**src/rtl/sbd_pkg.sv**
```systemverilog
package sbd_pkg;

    // Service bus geometry
    localparam int SBD_ADDR_W = 36;
    localparam int SBD_DATA_W = 32;

    // Slave codes in address bits 35:32
    localparam logic [3:0] SBD_SLV_NONE = 4'h0;
    localparam logic [3:0] SBD_SLV_DBG  = 4'h1;
    localparam logic [3:0] SBD_SLV_HSB  = 4'h4;
    localparam logic [3:0] SBD_SLV_HSB2 = 4'h5;
    localparam logic [3:0] SBD_SLV_MSU  = 4'h6;

    // Protected windows
    localparam logic [35:0] SBD_FLASH_BASE = 36'h580000000;
    localparam logic [35:0] SBD_RAM_BASE   = 36'h500000000;
    localparam logic [35:0] SBD_UPAGE_LO   = 36'h580800000;
    localparam logic [35:0] SBD_UPAGE_HI   = 36'h581000000;
    localparam logic [35:0] SBD_MBOX_LO    = 36'h100000110;
    localparam logic [35:0] SBD_MBOX_HI    = 36'h100000118;
    localparam logic [35:0] SBD_FCTL_LO    = 36'h5fffe0000;
    localparam logic [35:0] SBD_FCTL_HI    = 36'h5fffe0400;
    localparam int          SBD_LEN_SHIFT  = 10;

    // Transfer sizes
    typedef enum logic [1:0] {
        SBD_SZ_BYTE = 2'b00,
        SBD_SZ_HALF = 2'b01,
        SBD_SZ_WORD = 2'b10
    } sbd_size_t;

    // Target select one-hot positions
    localparam int SBD_TGT_DBG = 0;
    localparam int SBD_TGT_HSB = 1;
    localparam int SBD_TGT_MSU = 2;

    // APB register map
    localparam logic [11:0] SBD_REG_PCLK  = 12'h000;
    localparam logic [11:0] SBD_REG_SECCF = 12'h004;
    localparam logic [11:0] SBD_REG_UPW   = 12'h008;
    localparam logic [11:0] SBD_REG_FSZ   = 12'h00c;
    localparam logic [11:0] SBD_REG_STAT  = 12'h010;

    // Reset values
    localparam logic [31:0] SBD_RST_ZERO = 32'h00000000;

    // Request from the debug-port master
    typedef struct packed {
        logic [35:0] addr;
        logic        write;
        sbd_size_t   size;
        logic [31:0] wdata;
    } sbd_req_t;

    // Answer to the master
    typedef struct packed {
        logic [31:0] rdata;
        logic        err;
    } sbd_rsp_t;

    // Downstream request to one slave
    typedef struct packed {
        logic [2:0]  sel;
        logic [31:0] offs;
        logic        write;
        sbd_size_t   size;
        logic [31:0] wdata;
    } sbd_down_t;

    // Security controls from flash configuration
    typedef struct packed {
        logic        secure;
        logic        sec_bit;
        logic        user_code_protect;
        logic [31:0] upage_w;
        logic [35:0] boot_size;
        logic [35:0] flash_size;
    } sbd_sec_t;

endpackage

```
**src/rtl/sbd_filter.sv**
```systemverilog
`timescale 1ns/1ps
`default_nettype none
// Combinational security filter and slave decode
module sbd_filter (
    // Request
    input  wire sbd_pkg::sbd_req_t i_req,
    input  wire sbd_pkg::sbd_sec_t i_sec,
    // Verdict
    output logic                   o_allow,
    output logic [2:0]             o_sel
);
    import sbd_pkg::*;

    function automatic logic in_win(input logic [35:0] a, input logic [35:0] lo,
                                    input logic [35:0] hi);
        in_win = (a >= lo) && (a < hi);
    endfunction

    logic [35:0] a;
    logic        aligned;
    logic        upage_rd;
    logic        mbox;
    logic        sec_fl;
    logic        sec_ram;
    logic        user_fl;
    logic        fctl;
    logic [35:0] fl_len;
    logic [35:0] ram_len;

    // Window hits
    always_comb begin
        a       = i_req.addr;
        fl_len  = {20'h00000, i_sec.upage_w[15:0]} << SBD_LEN_SHIFT;
        ram_len = {20'h00000, i_sec.upage_w[31:16]} << SBD_LEN_SHIFT;
        upage_rd = !i_req.write && in_win(a, SBD_UPAGE_LO, SBD_UPAGE_HI);
        mbox     = in_win(a, SBD_MBOX_LO, SBD_MBOX_HI);
        sec_fl   = in_win(a, SBD_FLASH_BASE, SBD_FLASH_BASE + fl_len);
        sec_ram  = in_win(a, SBD_RAM_BASE, SBD_RAM_BASE + ram_len);
        fctl     = in_win(a, SBD_FCTL_LO, SBD_FCTL_HI);
        user_fl  = in_win(a, SBD_FLASH_BASE + i_sec.boot_size,
                          SBD_FLASH_BASE + i_sec.flash_size);
        case (i_req.size)
            SBD_SZ_BYTE: aligned = 1'b1;
            SBD_SZ_HALF: aligned = !a[0];
            SBD_SZ_WORD: aligned = (a[1:0] == 2'b00);
            default:     aligned = 1'b0;
        endcase
    end

    // Slave decode on the top nibble, offset passes through
    always_comb begin
        case (a[35:32])
            SBD_SLV_DBG:  o_sel = 3'b001;
            SBD_SLV_HSB,
            SBD_SLV_HSB2: o_sel = 3'b010;
            SBD_SLV_MSU:  o_sel = 3'b100;
            default:      o_sel = 3'b000;
        endcase
    end

    // Measures combine; the strictest one wins
    always_comb begin
        o_allow = aligned && (o_sel != 3'b000);
        if (i_sec.sec_bit && i_sec.user_code_protect) begin
            // Debug only via secure-flash software, not this path
            o_allow = o_allow && (mbox || upage_rd || fctl || user_fl);
        end else if (i_sec.sec_bit) begin
            o_allow = o_allow && (mbox || upage_rd);
        end
        if (i_sec.secure) begin
            if ((sec_fl && !upage_rd) || sec_ram)
                o_allow = 1'b0;
            if (in_win(a, SBD_UPAGE_LO, SBD_UPAGE_HI) && i_req.write)
                o_allow = 1'b0;
        end
    end

endmodule
`default_nettype wire

```
**src/rtl/sbd_top.sv**
```systemverilog
// Operation
// - Clock enable bit written and read back
// - Every transaction carries 36-bit address
// - Byte, halfword and word sizes supported
// - Top nibble selects slave, low 32 offset
// - Code 1 debug unit, code 4 system bus
// - Code 5 aliases the system bus
// - Code 6 service unit, others unallocated
// - Debugger requests synchronised into system clock
// - Access completes only with running system clock
// - Debugger activity restarts clock, stays asleep
// - Bridge reaches memories and flash controller
// - Security measures gate addresses by controls
// - Secure mode hides secure flash code
// - Secure flash and RAM lengths from page word
// - Secure mode user page read only
// - Security bit allows mailbox and page reads
// - User page always readable
// - Protection adds flash controller window access
// - Protection allows flash above boot region
`timescale 1ns/1ps
`default_nettype none
module sbd_top (
    // Clock and reset
    input  wire  logic               i_clk,
    input  wire  logic               i_sys_rst,
    // APB slave
    input  wire  logic               i_psel,
    input  wire  logic               i_penable,
    input  wire  logic               i_pwrite,
    input  wire  logic [11:0]        i_paddr,
    input  wire  logic [31:0]        i_pwdata,
    output logic       [31:0]        o_prdata,
    output logic                     o_pready,
    output logic                     o_pslverr,
    // Service bus request, toggle handshake from debugger domain
    input  wire  logic               i_req_tgl,
    input  wire  sbd_pkg::sbd_req_t  i_req,
    output logic                     o_ack_tgl,
    output sbd_pkg::sbd_rsp_t        o_rsp,
    // Clock state and wake request
    input  wire  logic               i_sysclk_run,
    output logic                     o_clk_wake,
    output logic                     o_port_clock_on,
    // Downstream slaves
    output sbd_pkg::sbd_down_t       o_down,
    output logic                     o_down_vld,
    input  wire  logic               i_down_done,
    input  wire  logic [31:0]        i_down_rdata,
    input  wire  logic               i_down_err
);
    import sbd_pkg::*;

    typedef enum logic [1:0] {
        SBD_IDLE = 2'b00,
        SBD_WAKE = 2'b01,
        SBD_BUSY = 2'b11,
        SBD_DONE = 2'b10
    } sbd_state_t;

    sbd_state_t  state_r;
    sbd_state_t  state_nxt;
    logic [1:0]  tgl_sync_r;
    logic        tgl_seen_r;
    logic        new_req;
    sbd_req_t    req_r;
    sbd_sec_t    sec_r;
    logic        allow;
    logic [2:0]  sel;
    logic        apb_acc;
    logic [31:0] rd_mux;
    logic        err_cnt_up;
    logic [15:0] err_cnt_r;

    function automatic logic [31:0] apb_read(input logic [11:0] ad, input sbd_sec_t s,
                                             input logic ck, input logic [15:0] ec,
                                             input sbd_state_t st);
        case (ad)
            SBD_REG_PCLK:  apb_read = {31'h0, ck};
            SBD_REG_SECCF: apb_read = {29'h0, s.user_code_protect, s.sec_bit, s.secure};
            SBD_REG_UPW:   apb_read = s.upage_w;
            SBD_REG_FSZ:   apb_read = {s.flash_size[19:10], 6'h00, s.boot_size[25:10]};
            SBD_REG_STAT:  apb_read = {14'h0, st, ec};
            default:       apb_read = 32'h00000000;
        endcase
    endfunction

    // Request toggle synchroniser, edge found past the second stage
    always_ff @(posedge i_clk or posedge i_sys_rst) begin
        if (i_sys_rst) begin
            tgl_sync_r <= 2'b00;
        end else begin
            tgl_sync_r <= {tgl_sync_r[0], i_req_tgl};
        end
    end
    assign new_req = (tgl_sync_r[1] != tgl_seen_r);

    // Filter and decoder
    sbd_filter u_filter (
        .i_req   (req_r),
        .i_sec   (sec_r),
        .o_allow (allow),
        .o_sel   (sel)
    );

    // Sequencer next state
    always_comb begin
        state_nxt = state_r;
        case (state_r)
            SBD_IDLE: begin
                if (new_req)
                    state_nxt = SBD_WAKE;
            end
            SBD_WAKE: begin
                if (i_sysclk_run)
                    state_nxt = allow ? SBD_BUSY : SBD_DONE;
            end
            SBD_BUSY: begin
                if (i_down_done)
                    state_nxt = SBD_DONE;
            end
            SBD_DONE: state_nxt = SBD_IDLE;
            default:  state_nxt = SBD_IDLE;
        endcase
    end

    // State register
    always_ff @(posedge i_clk or posedge i_sys_rst) begin
        if (i_sys_rst) begin
            state_r <= SBD_IDLE;
        end else begin
            state_r <= state_nxt;
        end
    end

    // Capture request; data is stable once the toggle is seen
    always_ff @(posedge i_clk or posedge i_sys_rst) begin
        if (i_sys_rst) begin
            req_r      <= '0;
            tgl_seen_r <= 1'b0;
        end else if (state_r == SBD_IDLE && new_req) begin
            req_r      <= i_req;
            tgl_seen_r <= tgl_sync_r[1];
        end
    end

    // Wake request while a transfer waits on a stopped clock
    always_ff @(posedge i_clk or posedge i_sys_rst) begin
        if (i_sys_rst) begin
            o_clk_wake <= 1'b0;
        end else begin
            o_clk_wake <= (state_nxt == SBD_WAKE) && !i_sysclk_run;
        end
    end

    // Downstream issue, offset is the low 32 bits
    always_ff @(posedge i_clk or posedge i_sys_rst) begin
        if (i_sys_rst) begin
            o_down     <= '0;
            o_down_vld <= 1'b0;
        end else begin
            o_down_vld <= (state_nxt == SBD_BUSY);
            if (state_r == SBD_WAKE && i_sysclk_run && allow) begin
                o_down.sel   <= sel;
                o_down.offs  <= req_r.addr[31:0];
                o_down.write <= req_r.write;
                o_down.size  <= req_r.size;
                o_down.wdata <= req_r.wdata;
            end
        end
    end

    // Answer and acknowledge toggle back to the debugger side
    always_ff @(posedge i_clk or posedge i_sys_rst) begin
        if (i_sys_rst) begin
            o_rsp     <= '0;
            o_ack_tgl <= 1'b0;
        end else begin
            if (state_r == SBD_WAKE && i_sysclk_run && !allow) begin
                o_rsp.rdata <= 32'h00000000;
                o_rsp.err   <= 1'b1;
            end else if (state_r == SBD_BUSY && i_down_done) begin
                o_rsp.rdata <= req_r.write ? 32'h00000000 : i_down_rdata;
                o_rsp.err   <= i_down_err;
            end
            if (state_r == SBD_DONE)
                o_ack_tgl <= ~o_ack_tgl;
        end
    end

    // Refused access counter, saturating
    assign err_cnt_up = (state_r == SBD_WAKE) && i_sysclk_run && !allow;
    always_ff @(posedge i_clk or posedge i_sys_rst) begin
        if (i_sys_rst) begin
            err_cnt_r <= 16'h0000;
        end else if (err_cnt_up && err_cnt_r != 16'hffff) begin
            err_cnt_r <= err_cnt_r + 16'h0001;
        end
    end

    // APB writes, taken in the access phase
    assign apb_acc = i_psel && i_penable;
    always_ff @(posedge i_clk or posedge i_sys_rst) begin
        if (i_sys_rst) begin
            o_port_clock_on <= 1'b0;
            sec_r           <= '0;
        end else if (apb_acc && i_pwrite) begin
            case (i_paddr)
                SBD_REG_PCLK:  o_port_clock_on <= i_pwdata[0];
                SBD_REG_SECCF: begin
                    sec_r.secure  <= i_pwdata[0];
                    sec_r.sec_bit <= i_pwdata[1];
                    sec_r.user_code_protect   <= i_pwdata[2];
                end
                SBD_REG_UPW:   sec_r.upage_w <= i_pwdata;
                SBD_REG_FSZ: begin
                    sec_r.boot_size  <= {10'h000, i_pwdata[15:0], 10'h000};
                    sec_r.flash_size <= {16'h0000, i_pwdata[31:22], 10'h000};
                end
                default: ;
            endcase
        end
    end

    // APB read data and zero-wait ready
    assign rd_mux = apb_read(i_paddr, sec_r, o_port_clock_on, err_cnt_r, state_r);
    always_ff @(posedge i_clk or posedge i_sys_rst) begin
        if (i_sys_rst) begin
            o_prdata  <= 32'h00000000;
            o_pready  <= 1'b0;
            o_pslverr <= 1'b0;
        end else begin
            o_pready  <= i_psel && !i_penable;
            o_prdata  <= (i_psel && !i_penable && !i_pwrite) ? rd_mux : 32'h00000000;
            o_pslverr <= i_psel && !i_penable && (i_paddr > SBD_REG_STAT || i_paddr[1:0] != 2'b00);
        end
    end

    // Service path checks

    a_refused_errs: assert property (@(posedge i_clk) disable iff (i_sys_rst)
        (state_r == SBD_WAKE && i_sysclk_run && !allow) |=> o_rsp.err && o_rsp.rdata == 32'h0)
        else $error("refused access did not error");

    a_refused_quiet: assert property (@(posedge i_clk) disable iff (i_sys_rst)
        (state_r == SBD_WAKE && !allow) |=> !o_down_vld)
        else $error("refused access reached slave");

    a_wait_clock: assert property (@(posedge i_clk) disable iff (i_sys_rst)
        (state_r == SBD_WAKE && !i_sysclk_run) |=> state_r == SBD_WAKE && o_clk_wake)
        else $error("advanced without system clock");

    a_alias_hsb: assert property (@(posedge i_clk) disable iff (i_sys_rst)
        (req_r.addr[35:32] == SBD_SLV_HSB2) |-> sel == 3'b010)
        else $error("alias does not reach system bus");

    a_slave_none: assert property (@(posedge i_clk) disable iff (i_sys_rst)
        (req_r.addr[35:32] == SBD_SLV_NONE) |-> !allow)
        else $error("unallocated slave allowed");

    a_offset_pass: assert property (@(posedge i_clk) disable iff (i_sys_rst)
        $rose(o_down_vld) |-> o_down.offs == req_r.addr[31:0])
        else $error("offset not passed");

    a_upage_read: assert property (@(posedge i_clk) disable iff (i_sys_rst)
        (state_r == SBD_WAKE && !req_r.write && req_r.size == SBD_SZ_WORD
         && req_r.addr == SBD_UPAGE_LO) |-> allow)
        else $error("user page read refused");

    a_misalign: assert property (@(posedge i_clk) disable iff (i_sys_rst)
        (req_r.size == SBD_SZ_HALF && req_r.addr[0]) |-> !allow)
        else $error("misaligned halfword allowed");

    a_req_hold: assert property (@(posedge i_clk) disable iff (i_sys_rst)
        state_r != SBD_IDLE
        |=> $stable(req_r))
        else $error("request changed in flight");

    a_ack_done: assert property (@(posedge i_clk) disable iff (i_sys_rst)
        $changed(o_ack_tgl)
        |-> $past(state_r) == SBD_DONE)
        else $error("stray acknowledge");

    a_down_hold: assert property (@(posedge i_clk) disable iff (i_sys_rst)
        o_down_vld && !i_down_done
        |=> o_down_vld && $stable(o_down))
        else $error("transfer dropped early");

    a_wake_drop: assert property (@(posedge i_clk) disable iff (i_sys_rst)
        i_sysclk_run
        |=> !o_clk_wake)
        else $error("wake held with clock on");

    a_secure_flash: assert property (@(posedge i_clk) disable iff (i_sys_rst)
        sec_r.secure && req_r.addr >= SBD_FLASH_BASE && req_r.addr < SBD_UPAGE_LO
        && req_r.addr < SBD_FLASH_BASE + {10'h000, sec_r.upage_w[15:0], 10'h000}
        |-> !allow)
        else $error("secure flash exposed");

    a_mbox_open: assert property (@(posedge i_clk) disable iff (i_sys_rst)
        sec_r.sec_bit && req_r.addr == SBD_MBOX_LO && req_r.size == SBD_SZ_WORD
        |-> allow)
        else $error("mailbox refused");

    a_fctl_open: assert property (@(posedge i_clk) disable iff (i_sys_rst)
        sec_r.sec_bit && sec_r.user_code_protect && req_r.addr == SBD_FCTL_LO
        && req_r.size == SBD_SZ_WORD |-> allow)
        else $error("controller window refused");

    a_err_count: assert property (@(posedge i_clk) disable iff (i_sys_rst)
        err_cnt_up && err_cnt_r != 16'hffff
        |=> err_cnt_r == $past(err_cnt_r) + 16'h0001)
        else $error("refusal not counted");

    // Register bus checks
    a_clk_bit: assert property (@(posedge i_clk) disable iff (i_sys_rst)
        (apb_acc && i_pwrite && i_paddr == SBD_REG_PCLK) |=> o_port_clock_on == $past(i_pwdata[0]))
        else $error("clock bit not updated");

    a_pready_setup: assert property (@(posedge i_clk) disable iff (i_sys_rst)
        i_psel && !i_penable
        |=> o_pready)
        else $error("no ready after setup");

    a_pready_quiet: assert property (@(posedge i_clk) disable iff (i_sys_rst)
        !(i_psel && !i_penable)
        |=> !o_pready)
        else $error("ready outside access");

    a_unmapped_err: assert property (@(posedge i_clk) disable iff (i_sys_rst)
        i_psel && !i_penable && i_paddr > SBD_REG_STAT
        |=> o_pslverr)
        else $error("unmapped register no error");

    // Scenarios worth seeing
    c_allowed: cover property (@(posedge i_clk) disable iff (i_sys_rst)
        state_r == SBD_BUSY ##[1:20] state_r == SBD_DONE);

    c_refused: cover property (@(posedge i_clk) disable iff (i_sys_rst) err_cnt_up);

    c_wake: cover property (@(posedge i_clk) disable iff (i_sys_rst) $rose(o_clk_wake));

    c_alias: cover property (@(posedge i_clk) disable iff (i_sys_rst)
        state_r == SBD_BUSY && req_r.addr[35:32] == SBD_SLV_HSB2);

endmodule
`default_nettype wire

```
**config.mk**
```make
export PLATFORM = sky130hd
export DESIGN_NAME = sbd_top
export DESIGN_NICKNAME = d
export VERILOG_FILES = /design/src/rtl/sbd_pkg.sv /design/src/rtl/sbd_filter.sv /design/src/rtl/sbd_top.sv
export SDC_FILE = /design/constraint.sdc
export NUM_CORES = 1
export LEC_CHECK = 0
export BUFFER_PORTS_ARGS = -buffer_cell sky130_fd_sc_hd__clkbuf_2
export CAP_MARGIN = 20
export CORE_MARGIN = 3
export CORE_UTILIZATION = 55
export CTS_CLUSTER_SIZE = 30
export DETAILED_ROUTE_END_ITERATION = 12
export GPL_TIMING_DRIVEN = 0
export MAX_ROUTING_LAYER = met4
export PLACE_DENSITY = 0.81
export RECOVER_POWER = 100
export SKIP_LAST_GASP = 1
export SLEW_MARGIN = 5
export SYNTH_ARGS = -nofsm -noshare
export SYNTH_HDL_FRONTEND = slang
export SYNTH_SLANG_ARGS = --single-unit
```
**constraint.sdc**
```tcl
create_clock -name i_clk -period 12.93 [get_ports i_clk]
set_input_delay 1.9395 -clock i_clk [delete_from_list [all_inputs] [get_ports i_clk]]
set_output_delay 1.9395 -clock i_clk [all_outputs]
set_load 0.01 [all_outputs]
```
# After elaboration in Yosys (flattened, before gate mapping)
# Index checks and enable logic that the tools add are counted.
# totals
input_bits,156
rom_bits,0
regBits,294
out_inout_bits,141
ram_bits,0
memories,0
latchBits,0
# classes
reduce_logical,49
mux,17
add_sub_neg,5
multipliers,0
n_bitwise,1
n_eq_ne,17
n_shift,0
magnitude_cmp,13
div_mod_pow,0
# op_table
operator,n
32-bit one-hot mux with 5 select lines,1
36-bit by 35-bit greater-or-equal comparator with 1-bit output (second input constant),4
35-bit by 26-bit adder with 36-bit output (first input constant),3
36-bit less-than comparator,3
36-bit by 35-bit less-than comparator with 1-bit output (second input constant),2
33-bit 2-to-1 mux,2
32-bit 2-to-1 mux,2
35-bit by 20-bit adder with 36-bit output (first input constant),1
36-bit by 33-bit greater-or-equal comparator with 1-bit output (second input constant),1
36-bit greater-or-equal comparator,1
36-bit by 33-bit less-than comparator with 1-bit output (second input constant),1
1-bit logical AND,25
12-bit by 4-bit equality test with 1-bit output (second input constant),2
16-bit by 1-bit adder with 16-bit output (second input constant),1
16-bit != test (second input constant),1
12-bit by 3-bit equality test with 1-bit output (second input constant),1
12-bit by 5-bit equality test with 1-bit output (second input constant),1
4-bit by 3-bit equality test with 1-bit output (second input constant),3
12-bit by 5-bit > comparator with 1-bit output (second input constant),1
12-bit zero test,1
3-bit one-hot mux with 3 select lines,1
2-bit equality test (second input constant),4
2-bit one-hot mux with 4 select lines,1
2-bit AND reduction,4
13 further kinds,35

# Longest topological paths before layout
# Gate-level depths: netlist (run 1).
# depth
word_depth,16
depth_mapped,12

# By module
# A second synthesis (run 1) with hierarchy kept.
# unflattened
hier_cells,1168
hier_area_um2,14336.2
# modules_own_cells
mod,cells_each,seq_area_each_um2,instances,area_each_um2
sbd_top,770,7357.1,1,11462.2
sbd_filter,398,0.0,1,2874.0

# Worst setup path after synthesis (run 1)
# OpenSTA, ideal clock, no wires.
# synth_timing
kind,input port to flip-flop
startpoint,input port i_paddr[6]
endpoint,register sec_r[10] in the netlist's numbering
cell_stages,7
n_path_buf,1
arrival_ps,3564
required_ps,12805
slack_ps,9241
cell_sequence,nor4_1 -> nand3_1 -> nor2_1 -> and2_0 -> nand3_1 -> clkbuf_1 -> mux2_2
# synth_via
elab_chain_cells,2
# synth_lines
element,line,text
"start, declared",sbd_top.sv:31,"input wire logic [11:0] i_paddr,"
12-bit by 4-bit equality test with 1-bit output,sbd_top.sv:208,case (i_paddr)
2-bit AND reduction (no source line),-,
"end, declared",sbd_top.sv:67,sbd_sec_t sec_r;
# Every way passes these cells.
# A chain may end at the register's enable or synchronous reset.

# Worst setup path after layout (run 1)
# layout_timing
startpoint,register req_r[48] in the netlist's numbering
endpoint,register o_down[30] in the netlist's numbering
# layout_via
elab_chain_cells,12
# layout_lines
element,line,text
"start, declared",sbd_top.sv:66,sbd_req_t req_r;
"start signal, assigned",sbd_top.sv:142,req_r <= i_req;
36-bit by 35-bit greater-or-equal comparator with 1-bit output / 36-bit by 35-bit less-than comparator with 1-bit output (equally long branches),sbd_filter.sv:16,in_win = (a >= lo) && (a < hi);
1-bit logical AND,sbd_filter.sv:16,
1-bit logical AND,sbd_filter.sv:35,"upage_rd = !i_req.write && in_win(a, SBD_UPAGE_LO, SBD_UPAGE_HI);"
1-bit logical OR,"sbd_filter.sv:66, sbd_filter.sv:68",
1-bit logical OR (2 in a row),sbd_filter.sv:66,o_allow = o_allow && (mbox || upage_rd || fctl || user_fl);
1-bit logical AND,sbd_filter.sv:66,
1-bit 2-to-1 mux,sbd_filter.sv:64,if (i_sec.sec_bit && i_sec.user_code_protect) begin
1-bit 2-to-1 mux,sbd_filter.sv:71,if ((sec_fl && !upage_rd) || sec_ram)
1-bit 2-to-1 mux,sbd_filter.sv:73,"if (in_win(a, SBD_UPAGE_LO, SBD_UPAGE_HI) && i_req.write)"
1-bit 2-to-1 mux (*),sbd_filter.sv:70,if (i_sec.secure) begin
1-bit logical AND (*),sbd_top.sv:163,if (state_r == SBD_WAKE && i_sysclk_run && allow) begin
"end, declared",sbd_top.sv:46,"output sbd_pkg::sbd_down_t o_down,"
# Every way passes the cells marked *; elsewhere a longest branch is shown, timed or not.

==> run_results.csv, run 1 <==
group,metric,value,unit
outcome,status,"finished with violations",
yosys,synthAdderAreaFrac,5.15,%
global_route,grt_pass1_wl,55900,um
layout,seq_area,7360,sq um
sta,hold_viol_final,0,
global_route,grt_use_total,27.3,%
floorplan,dieArea,26600,sq um
layout,drive_gt1_share,22.3,%
yosys,ys_warn_count,0,
cts,insertion_delay,560,ps
yosys,synthMuxAreaShare,18.3,%
worst_setup_path,path_class,"flop to flop",
cts,numCtsBuffers,31,
detailed_routing,drcViolationCount,0,
sta,max_slew.worst_pin.slew,2170,ps
sta,maxSlewViolCount,45,
yosys,synthFlopType,"dfrtp_1",
cts,clock_sinks,294,
worst_setup_path,required,13360,ps
cts,path_clk_slew,60,ps
cts,cts_tree,"done",
worst_setup_path,r2r_start,"req_r[48]",
yosys,yosysTopAreaCell,"dfrtp_1",
placed_design,hpwl,25600,um
worst_setup_path,cp-end-kind,"flop",
cts,htreeDepth,1,
cts,root_buffer,"clkbuf_16",
power_and_ir_drop,powerDensity,204,nW/um^2
worst_setup_path,r2r_cells,11,
outcome,violations,"max-capacitance violations, max-slew violations",
detailed_routing,drt_wl_total,34800,um
power_and_ir_drop,p_leak,0.00763,uW
layout,fin_util,67.2,%
global_route,grt_pass1_vias,10500,
power_and_ir_drop,power_switching_share,33.7,%
cts,clk_path_buf_depth,3,
power_and_ir_drop,p_total,3270,uW
worst_setup_path,crit_path_frequent_cell,"clkbuf_1",
sta,slew_headroom,-45.3,%
power_and_ir_drop,combinationalPowerShare,28.2,%
global_route,antenna_found_initial,3,
worst_setup_path,cp-start-kind,"flop",
sta,rsz0062_at_grt,"no",
yosys,synth_edf_count,0,
power_and_ir_drop,netSwitchingPower,1100,uW
floorplan,die_h,163,um
worst_setup_path,reg2reg_slack,8820,ps
layout,fin_nets,1650,
yosys,synth_area_per_cell,12.3,sq um
yosys,synth-compound-area-share,6.71,%
worst_setup_path,critPathTopFamily,"compound AO/OA/AOI/OAI gates",
power_and_ir_drop,clkPwrFrac,28.3,%
floorplan,die_w,163,um
yosys,synth_area_leaders,"dfrtp_1 (54%), mux2_2 (8.9%), mux2_4 (7.6%), ha_1 (5.2%), nor2_1 (2.6%)",
worst_setup_path,slowest_stage,"clkbuf_1",
cts,cts_setup_buffers,0,
placed_design,place_ws,8420,ps
floorplan,core,23900,sq um
detailed_routing,firstDrtPassIters,5,
power_and_ir_drop,p_int,2170,uW
power_and_ir_drop,peakVddDrop,141,uV
worst_setup_path,crit_arrival,4530,ps
min_path,holdPathStages,0,
sta,max_freq,244,MHz
min_path,worstHoldStart,"tgl_sync_r[0]",
layout,area_growth,18.2,%
detailed_routing,wire_per_inst,19.5,um
worst_setup_path,cp.buffers_inverters,2,
yosys,synth_simple_gate_area_share,10.9,%
floorplan,start_util,56.9,%
worst_setup_path,cp_max_fo,10,
run,cap_violations,1,
yosys,syn_inst,1108,
cts,cts_resized,0,
layout,multi_input_area,5460,sq um
sta,setup_ws,8820,ps
yosys,synth_top_area_share,54.1,%
placed_design,place_area,15500,sq um
sta,fin_skew,11.8,ps
yosys,seq_area_frac_synth,54.1,%
min_path,hold_path.class,"flop to flop",
yosys,synth-xor-area-share,0.838,%
yosys,syn_nets,1320,
sta,setup_violations,0,
detailed_routing,first_iter_violations,653,
detailed_routing,vias,9843,
worst_setup_path,cp_slowest_stage_delay,550,ps
sta,layout_min_cycle_time,4110,ps
global_route,grt-ovfl-total,0,
detailed_routing,drtAntennaViolNets,0,
cts,postCtsHoldBufs,0,
yosys,yosysUniqueCellTypes,62,
floorplan,io_pins,297,
min_path,min_to,"tgl_sync_r[1]",
detailed_routing,via_per_inst,5.51,
layout,n_fill_cell,1873,
yosys,synth.ff_latch_count,294,
floorplan,std_cell_rows,56,
yosys,syn_area,13600,sq um
yosys,synth-async-reset-ratio,100,%
worst_setup_path,r2r-end,"o_down[30]",
sta,fin_tns_setup,0,ps
power_and_ir_drop,p_seq_share,43.5,%
global_route,grt_max_degree,129,
worst_setup_path,cp_cell_sequence,"ha_1 -> a211o_1 -> a2111oi_0 -> o21ai_0 -> a211oi_1 -> o31ai_2 -> nand3_1 -> or2_1 -> clkbuf_1 -> clkbuf_1 -> mux2_1",
yosys,synth_top_family_by_area,"multiplexers",
layout,fin_area,16100,sq um
placed_design,place.gp.congestion,0.899,
placed_design,place.port_buffers,295,
sta,fin_crit_sh,31.8,%
==> cells in the final DEF, fill, tap and decap left out, drive strengths merged, types with 3 or more instances in the layout <==
master and n:
o21ai 41, nor4b 4, nand3 22, nor2 93, clkbuf 388, nor3b 34, a22oi 3, mux2 177
inv 63, o21a 3, nor3 8, dfrtp 294, a21o 5, mux2i 24, bufinv 5, and4 4
and2 11, nand2 50, nor4 8, a31oi 6, ha 56, a211o 3, nand2b 10, diode 5
and3 11, nand4 14, a21oi 63, nor2b 3, clkinv 5, a222oi 3, a211oi 4, xnor2 12
==> flip-flops by register name, indices dropped and copies added, names as in the netlist <==
register	cells
tgl_seen_r	1
req_r	71
o_clk_wake	1
o_down	70
tgl_sync_r	2
err_cnt_r	16
o_pready	1
o_down_vld	1
o_port_clock_on	1
state_r	2
o_pslverr	1
o_rsp	33
o_ack_tgl	1
sec_r	61
o_prdata	32
==> metrics by stage <==
stage,hold slack (ps),cells
after floorplan,331,1108
after global placement,337,1722
after detailed placement,337,1724
after CTS,351,1781
after global routing,370,1784
final,349,1786
==> routing by layer <==
metal	share of wire, %	track usage (%)
met4	3.3	9.19
met5	0	-
met3	7.9	5.73
met1	40	34.2
met2	49	44.7
==> area by class of cell <==
type / count / share of cell area (%)
Clock inverter: 14 / 1.30
Buffer: 50 / 1.17
Timing Repair Buffer: 297 / 8.43
Tap cell: 319 / 2.49
Antenna cell: 5 / 0.0779
Clock buffer: 43 / 5.30
Inverter: 61 / 1.43
Sequential cell: 294 / 45.8
Multi-Input combinational cell: 703 / 34.0
==> power by group through the flow <==
stage / Clock, uW / Combinational, uW / Sequential (uW)
after floorplan: 0 / 658 / 1420
after global placement: 0 / 993 / 1430
after detailed placement: 0 / 1040 / 1440
after CTS: 942 / 1050 / 1430
after global routing: 981 / 1020 / 1460
final: 927 / 922 / 1430
==> worst register-to-register path: stages (launching register included) <==
cell       delay, ps
dfrtp_1          520
ha_1             380
a211o_1          320
a2111oi_0        370
o21ai_0          170
a211oi_1         280
o31ai_2          120
nand3_1          280
or2_1            160
clkbuf_1         400
clkbuf_1         550
mux2_1           430
==> cells by family (layout without fill, tap and decap cells) <==
group	Yosys count	count (layout)
flops	294	294
simple gates	284	284
mux	201	201
compound gates	149	149
buf+inv	111	465
fa+ha+maj	56	56
xor+xnor	13	13
other cells	0	5
==> worst max-delay path by stage <==
stage	cells past startpoint	endpoint	from
final	11	o_down[30]	req_r[48]
after global routing	11	o_down[33]	req_r[48]
after CTS	8	sec_r[13]	i_paddr[6]
after detailed placement	8	sec_r[57]	i_paddr[6]
after global placement	2	o_rsp[15]	i_sys_rst
after floorplan	1	err_cnt_r[0]	i_sys_rst
==> Yosys cell counts, drive strengths merged (6+ instances only) <==
library cell,count
dfrtp,294
mux2,177
nor2,93
a21oi,63
inv,61
ha,56
nand2,50
o21ai,41
clkbuf,37
nor3b,34
mux2i,24
nand3,22
nand4,14
buf,13
xnor2,12
and2,11
and3,11
nand2b,10
nor3,8
nor4,8
a31oi,6
No activity file was read; power rests on OpenSTA's default activity.
==> run 2: changes to the inputs <==
--- a/config.mk
+++ b/config.mk
@@ -8,12 +8,12 @@
 export BUFFER_PORTS_ARGS = -buffer_cell sky130_fd_sc_hd__clkbuf_2
 export CAP_MARGIN = 20
 export CORE_MARGIN = 3
-export CORE_UTILIZATION = 55
+export CORE_UTILIZATION = 49
 export CTS_CLUSTER_SIZE = 30
 export DETAILED_ROUTE_END_ITERATION = 12
 export GPL_TIMING_DRIVEN = 0
 export MAX_ROUTING_LAYER = met4
-export PLACE_DENSITY = 0.81
+export PLACE_DENSITY = 0.76
 export RECOVER_POWER = 100
 export SKIP_LAST_GASP = 1
 export SLEW_MARGIN = 5
==> constraint.sdc (replaced) <==
create_clock -name i_clk -period 3.7 [get_ports i_clk]
set_input_delay 0.555 -clock i_clk [delete_from_list [all_inputs] [get_ports i_clk]]
set_output_delay 0.555 -clock i_clk [all_outputs]
set_load 0.01 [all_outputs]
==> run 2 against run 1 <==
The flow still finishes with violations (max-capacitance violations, max-slew violations). Largest cell class unchanged. Global-route usage shrank 2.9 points. Largest power group unchanged. Clock-buffer cell count shrank 1. Register-to-register slack lost 8700 ps.
==> run_results.csv, run 2 (same netlist as run 1, synthesis figures left out) <==
group,metric,value,unit
outcome,status,"finished with violations",
outcome,violations,"max-capacitance violations, max-slew violations",
cts,htreeDepth,1,
sta,slew_headroom,-46.0,%
min_path,holdPathStages,1,
layout,final_cells,1848,
detailed_routing,via_per_inst,5.34,
global_route,grt_pass1_vias,10500,
layout,fin_area,16500,sq um
global_route,grt_max_degree,43,
power_and_ir_drop,p_seq_share,42.6,%
placed_design,place_ws,-64.4,ps
cts,numCtsBuffers,31,
power_and_ir_drop,peakVddDrop,448,uV
cts,cts_setup_buffers,0,
sta,max_slew.worst_pin.slew,2190,ps
power_and_ir_drop,power_switching_share,33.5,%
sta,maxSlewViolCount,78,
worst_setup_path,r2r_start,"req_r[48]",
placed_design,hpwl,26500,um
floorplan,dieArea,29800,sq um
sta,rsz0062_at_grt,"no",
layout,n_fill_cell,2249,
layout,regMostFlops,"req_r",
detailed_routing,firstDrtPassIters,8,
cts,clock_sinks,294,
power_and_ir_drop,clkPwrFrac,27.8,%
layout,reg.largest.list,"req_r x71, o_down x70, sec_r x61",
worst_setup_path,r2r-end,"o_down[55]",
power_and_ir_drop,p_total,11800,uW
layout,mostFrequentLayoutCells,"dfrtp_1 (294), clkbuf_1 (189), clkbuf_2 (155)",
min_path,hold_path.class,"primary input to flop",
detailed_routing,first_iter_violations,464,
cts,root_buffer,"clkbuf_16",
floorplan,die_h,173,um
sta,fin_crit_sh,95.8,%
detailed_routing,drt_wl_total,35400,um
power_and_ir_drop,combinationalPowerShare,29.6,%
sta,layout_min_cycle_time,3540,ps
sta,fin_skew,13.7,ps
sta,max_freq,282,MHz
sta,hold_viol_final,0,
layout,fin_nets,1657,
placed_design,post-place-cells,1783,
global_route,grt_use_total,24.4,%
cts,cts_tree,"done",
cts,insertion_delay,580,ps
placed_design,place.gp.congestion,0.892,
layout,multi_input_area,5690,sq um
layout,seq_area,7360,sq um
power_and_ir_drop,p_int,7850,uW
floorplan,start_util,50.2,%
layout,final_common_cell,"dfrtp_1",
detailed_routing,wire_per_inst,19.2,um
power_and_ir_drop,powerDensity,713,nW/um^2
worst_setup_path,cp-start-kind,"flop",
detailed_routing,vias,9866,
floorplan,core,27100,sq um
worst_setup_path,reg2reg_slack,160,ps
floorplan,std_cell_rows,60,
detailed_routing,drcViolationCount,0,
floorplan,io_pins,297,
sta,setup_violations,0,
layout,largest_register_ffs,71,
placed_design,place_area,15700,sq um
global_route,grt_pass1_wl,57200,um
worst_setup_path,crit_arrival,4010,ps
detailed_routing,drtAntennaViolNets,0,
sta,setup_ws,157,ps
global_route,grt-ovfl-total,0,
cts,clk_path_buf_depth,3,
global_route,antenna_found_initial,7,
power_and_ir_drop,netSwitchingPower,3950,uW
min_path,min_to,"tgl_sync_r[0]",
cts,path_clk_slew,70,ps
run,cap_violations,2,
worst_setup_path,path_class,"flop to flop",
worst_setup_path,required,4160,ps
worst_setup_path,cp_max_fo,10,
layout,area_growth,21.8,%
placed_design,place.port_buffers,295,
worst_setup_path,r2r_cells,11,
worst_setup_path,cp-end-kind,"flop",
floorplan,die_w,173,um
min_path,worstHoldStart,"i_req_tgl",
power_and_ir_drop,p_leak,0.00797,uW
layout,drive_gt1_share,27.6,%
==> run 2: cell types whose count changed in the layout (fill, tap and decap cells not counted), sizes merged, moves of 2 or more <==
| cell | change |
|---|---|
| buf | +9 |
| clkinv | -2 |
| diode | +2 |
| inv | -2 |
| clkinvlp | +6 |
| clkbuf | -4 |
==> run 2: power by group through the flow <==
stage	Clock (uW)	Sequential (uW)	Combinational [uW]
4_1_cts	3350	5020	3670
6_report	3280	5030	3490
5_1_grt	3480	5140	3860
3_5_place_dp	0	5050	3660
3_3_place_gp	0	5030	3490
2_1_floorplan	0	4960	2300
==> run 2: worst max path at each step <==
stage	start	slack, ps	to
5_1_grt	i_sys_rst	40	req_r[10]
6_report	req_r[48]	160	o_down[55]
4_1_cts	req_r[48]	90	o_rsp[10]
3_5_place_dp	req_r[48]	-60	o_rsp[8]
3_3_place_gp	i_sys_rst	-2430	o_rsp[10]
2_1_floorplan	i_sys_rst	-760	err_cnt_r[0]
==> run 2: worst max-delay path: stages, from the launching register on <==
cell	delay, ps
dfrtp_1	520
ha_1	370
a211o_1	310
a2111oi_0	350
o21ai_0	170
a211oi_1	300
o31ai_2	150
nand3_1	320
or2_0	200
buf_6	230
buf_12	180
mux2_1	330
==> run 2: metal layers <==
layer | global-route usage [%] | vias up | wire, um
li1 | - | 4590 | -
met1 | 30.7 | 4870 | 14700
met2 | 39.4 | 329 | 17000
met3 | 5.47 | 77 | 2530
met4 | 8.14 | 0 | 1180
met5 | - | - | 0
==> run 2: final cells by class <==
cell class	instances	area share, %
Sequential cell	294	44.5
Multi-Input combinational cell	703	34.4
Timing Repair Buffer	304	8.36
Clock buffer	42	5.30
Tap cell	372	2.81
Buffer	50	1.88
Inverter	61	1.39
Clock inverter	15	1.32
Antenna cell	7	0.106
==> run 2: what timing repair did <==
action / in CTS / in global routing
hold buffers: 1 / 0
pin swaps: 0 / 0
gates resized for setup: 1 / 3
endpoints found under the setup margin: 22 / 30
endpoints found under the hold margin: 5 / 0
==> run 2: stage by stage <==
stage	utilization, %	hold WS [ps]	TNS, ps
6_report	61.1	90.1	0
3_5_place_dp	57.9	339	-734
5_1_grt	61.1	76.3	0
3_3_place_gp	57.3	340	-705070
2_1_floorplan	-	331	-222890
4_1_cts	62.0	65.7	0
==> run 3: changes to the inputs <==
--- a/config.mk
+++ b/config.mk
@@ -8,12 +8,11 @@
 export BUFFER_PORTS_ARGS = -buffer_cell sky130_fd_sc_hd__clkbuf_2
 export CAP_MARGIN = 20
 export CORE_MARGIN = 3
-export CORE_UTILIZATION = 49
+export CORE_UTILIZATION = 30
 export CTS_CLUSTER_SIZE = 30
 export DETAILED_ROUTE_END_ITERATION = 12
 export GPL_TIMING_DRIVEN = 0
 export MAX_ROUTING_LAYER = met4
-export PLACE_DENSITY = 0.76
 export RECOVER_POWER = 100
 export SKIP_LAST_GASP = 1
 export SLEW_MARGIN = 5
==> run 3 against run 2 <==
Register-to-register slack better by 40 ps. Final cell count up 12%. Wire length up 10%. Maximum frequency up 1.0%. Critical path depth unchanged. The flow still finishes with violations (max-capacitance violations, max-slew violations). Clock power up 6%.
==> run_results.csv, run 3 (same netlist as run 1, synthesis figures left out) <==
group,metric,value,unit
sta,setup_ws,192,ps
cts,cts_tree,"done",
cts,insertion_delay,540,ps
sta,max_freq,285,MHz
detailed_routing,via_per_inst,4.68,
detailed_routing,vias,9695,
layout,mostFrequentLayoutCells,"dfrtp_1 (294), clkbuf_1 (188), clkbuf_2 (157)",
cts,clock_sinks,294,
global_route,grt_pass1_vias,10400,
detailed_routing,drcViolationCount,0,
detailed_routing,wire_per_inst,18.9,um
detailed_routing,drt_wl_total,39100,um
floorplan,dieArea,47900,sq um
worst_setup_path,r2r-end,"o_down[36]",
cts,numCtsBuffers,34,
worst_setup_path,cp-start-kind,"flop",
cts,path_clk_slew,60,ps
power_and_ir_drop,powerDensity,708,nW/um^2
layout,area_growth,22.4,%
sta,rsz0062_at_grt,"no",
layout,reg.largest.list,"req_r x71, o_down x70, sec_r x61",
placed_design,place_area,16000,sq um
placed_design,place_ws,-197,ps
floorplan,start_util,30.5,%
layout,regMostFlops,"req_r",
global_route,grt_max_degree,41,
layout,fin_nets,1659,
detailed_routing,firstDrtPassIters,6,
cts,clk_path_buf_depth,3,
floorplan,die_h,219,um
min_path,worstHoldStart,"i_req_tgl",
detailed_routing,first_iter_violations,490,
min_path,holdPathStages,1,
cts,cts_setup_buffers,0,
worst_setup_path,crit_arrival,3920,ps
layout,drive_gt1_share,24.0,%
worst_setup_path,slowest_stage,"dfrtp_1",
worst_setup_path,cp_slowest_stage_delay,620,ps
power_and_ir_drop,clkPwrFrac,29.5,%
placed_design,place.port_buffers,295,
worst_setup_path,crit_path_start,"req_r[47]",
detailed_routing,drtAntennaViolNets,0,
power_and_ir_drop,power_switching_share,34.0,%
worst_setup_path,reg2reg_slack,190,ps
power_and_ir_drop,p_seq_share,42.7,%
floorplan,die_w,219,um
worst_setup_path,r2r_start,"req_r[47]",
sta,max_slew.worst_pin.slew,2070,ps
sta,hold_viol_final,0,
sta,fin_tns_setup,0,ps
worst_setup_path,cp_max_fo,10,
sta,maxSlewViolCount,100,
layout,final_common_cell,"dfrtp_1",
run,cap_violations,3,
power_and_ir_drop,combinationalPowerShare,27.8,%
sta,setup_violations,0,
placed_design,hpwl,29600,um
cts,htreeDepth,2,
sta,fin_crit_sh,94.8,%
min_path,hold_path.class,"primary input to flop",
global_route,antenna_found_initial,9,
power_and_ir_drop,peakVddDrop,429,uV
layout,largest_register_ffs,71,
min_path,min_to,"tgl_sync_r[0]",
sta,fin_skew,17.8,ps
outcome,violations,"max-capacitance violations, max-slew violations",
worst_setup_path,cp-end-kind,"flop",
global_route,grt_use_total,16.8,%
power_and_ir_drop,netSwitchingPower,4000,uW
power_and_ir_drop,p_int,7780,uW
power_and_ir_drop,p_leak,0.00778,uW
layout,fin_area,16600,sq um
floorplan,core,44500,sq um
floorplan,std_cell_rows,77,
placed_design,place.gp.congestion,0.832,
global_route,grt_pass1_wl,59800,um
outcome,status,"finished with violations",
floorplan,io_pins,297,
cts,postCtsHoldBufs,0,
sta,slew_headroom,-38.2,%
global_route,grt-ovfl-total,0,
worst_setup_path,r2r_cells,11,
sta,layout_min_cycle_time,3510,ps
worst_setup_path,cp_cell_sequence,"ha_1 -> a21o_1 -> a31oi_1 -> o21ai_0 -> and3_2 -> o31ai_1 -> nand3_2 -> or2_0 -> buf_6 -> buf_4 -> mux2_1",
worst_setup_path,path_class,"flop to flop",
worst_setup_path,required,4110,ps
cts,root_buffer,"clkbuf_16",
==> run 3: changes by cell type in the layout (fill, tap and decap cells not counted), moves of 2 or more <==
cell        change
mux2_1         +55
mux2_4         -54
buf_12          -7
buf_6           +7
clkinvlp_4      -6
clkbuf_8        +4
clkbuf_16       +3
clkbuf_2        +2
clkbuf_4        -2
clkinv_2        +2
diode_2         +2
inv_6           +2
==> run 3: area by class of cell <==
class,instances,area [sq um]
Buffer,50,249
Clock inverter,11,151
Sequential cell,294,7360
Multi-Input combinational cell,703,5480
Clock buffer,49,1010
Timing Repair Buffer,303,1400
Fill cell,4554,27900
Inverter,61,230
Antenna cell,9,22.5
Tap cell,592,741
==> run 3: worst max path at each step <==
stage | end | slack [ps] | cells past startpoint
finish | o_down[36] | 190 | 11
global route | o_down[36] | 20 | 10
CTS | o_rsp[5] | 140 | 10
detailed placement | o_rsp[5] | -200 | 10
global placement | o_rsp[22] | -2520 | 2
floorplan | err_cnt_r[0] | -760 | 1
==> run 3: stage by stage <==
stage	utilization, %	power [uW]	std cells	hold slack, ps
after floorplan	-	7260	1108	331
final	37.4	11800	2072	127
after detailed placement	35.9	8830	2003	336
after global placement	35.5	8670	1995	339
after global routing	37.4	12500	2072	97.6
after CTS	38.5	12400	2063	79.8
==> run 3: critical path: cells and delay by family (launching register included) <==
| kind | cells | cell delay, ps |
|---|---|---|
| AND/OR/NAND/NOR | 3 | 870 |
| AO/OA/AOI/OAI | 4 | 870 |
| flip-flops | 1 | 620 |
| buffers and inverters | 2 | 370 |
| adder cells (fa/ha/maj) | 1 | 330 |
| multiplexers | 1 | 330 |
==> run 3: routing by layer <==
layer / share of wire (%) / GRT usage, % / vias up
met3: 6.2 / 4.00 / 66
met4: 3.3 / 6.76 / 0
met5: 0 / - / -
met1: 42 / 20.0 / 4775
met2: 49 / 27.5 / 263
li1: - / - / 4591
==> run 3: what timing repair did <==
| item | CTS | global route |
|---|---|---|
| hold endpoints to repair | 0 | 0 |
| endpoints found under the setup margin | 32 | 0 |
| resized for setup | 4 | 0 |
==> run 3: power groups by stage <==
stage | combinational, uW | clock [uW] | sequential, uW
finish | 3280 | 3470 | 5030
global route | 3650 | 3740 | 5160
CTS | 3720 | 3610 | 5080
detailed placement | 3710 | 0 | 5120
global placement | 3580 | 0 | 5090
floorplan | 2300 | 0 | 4960
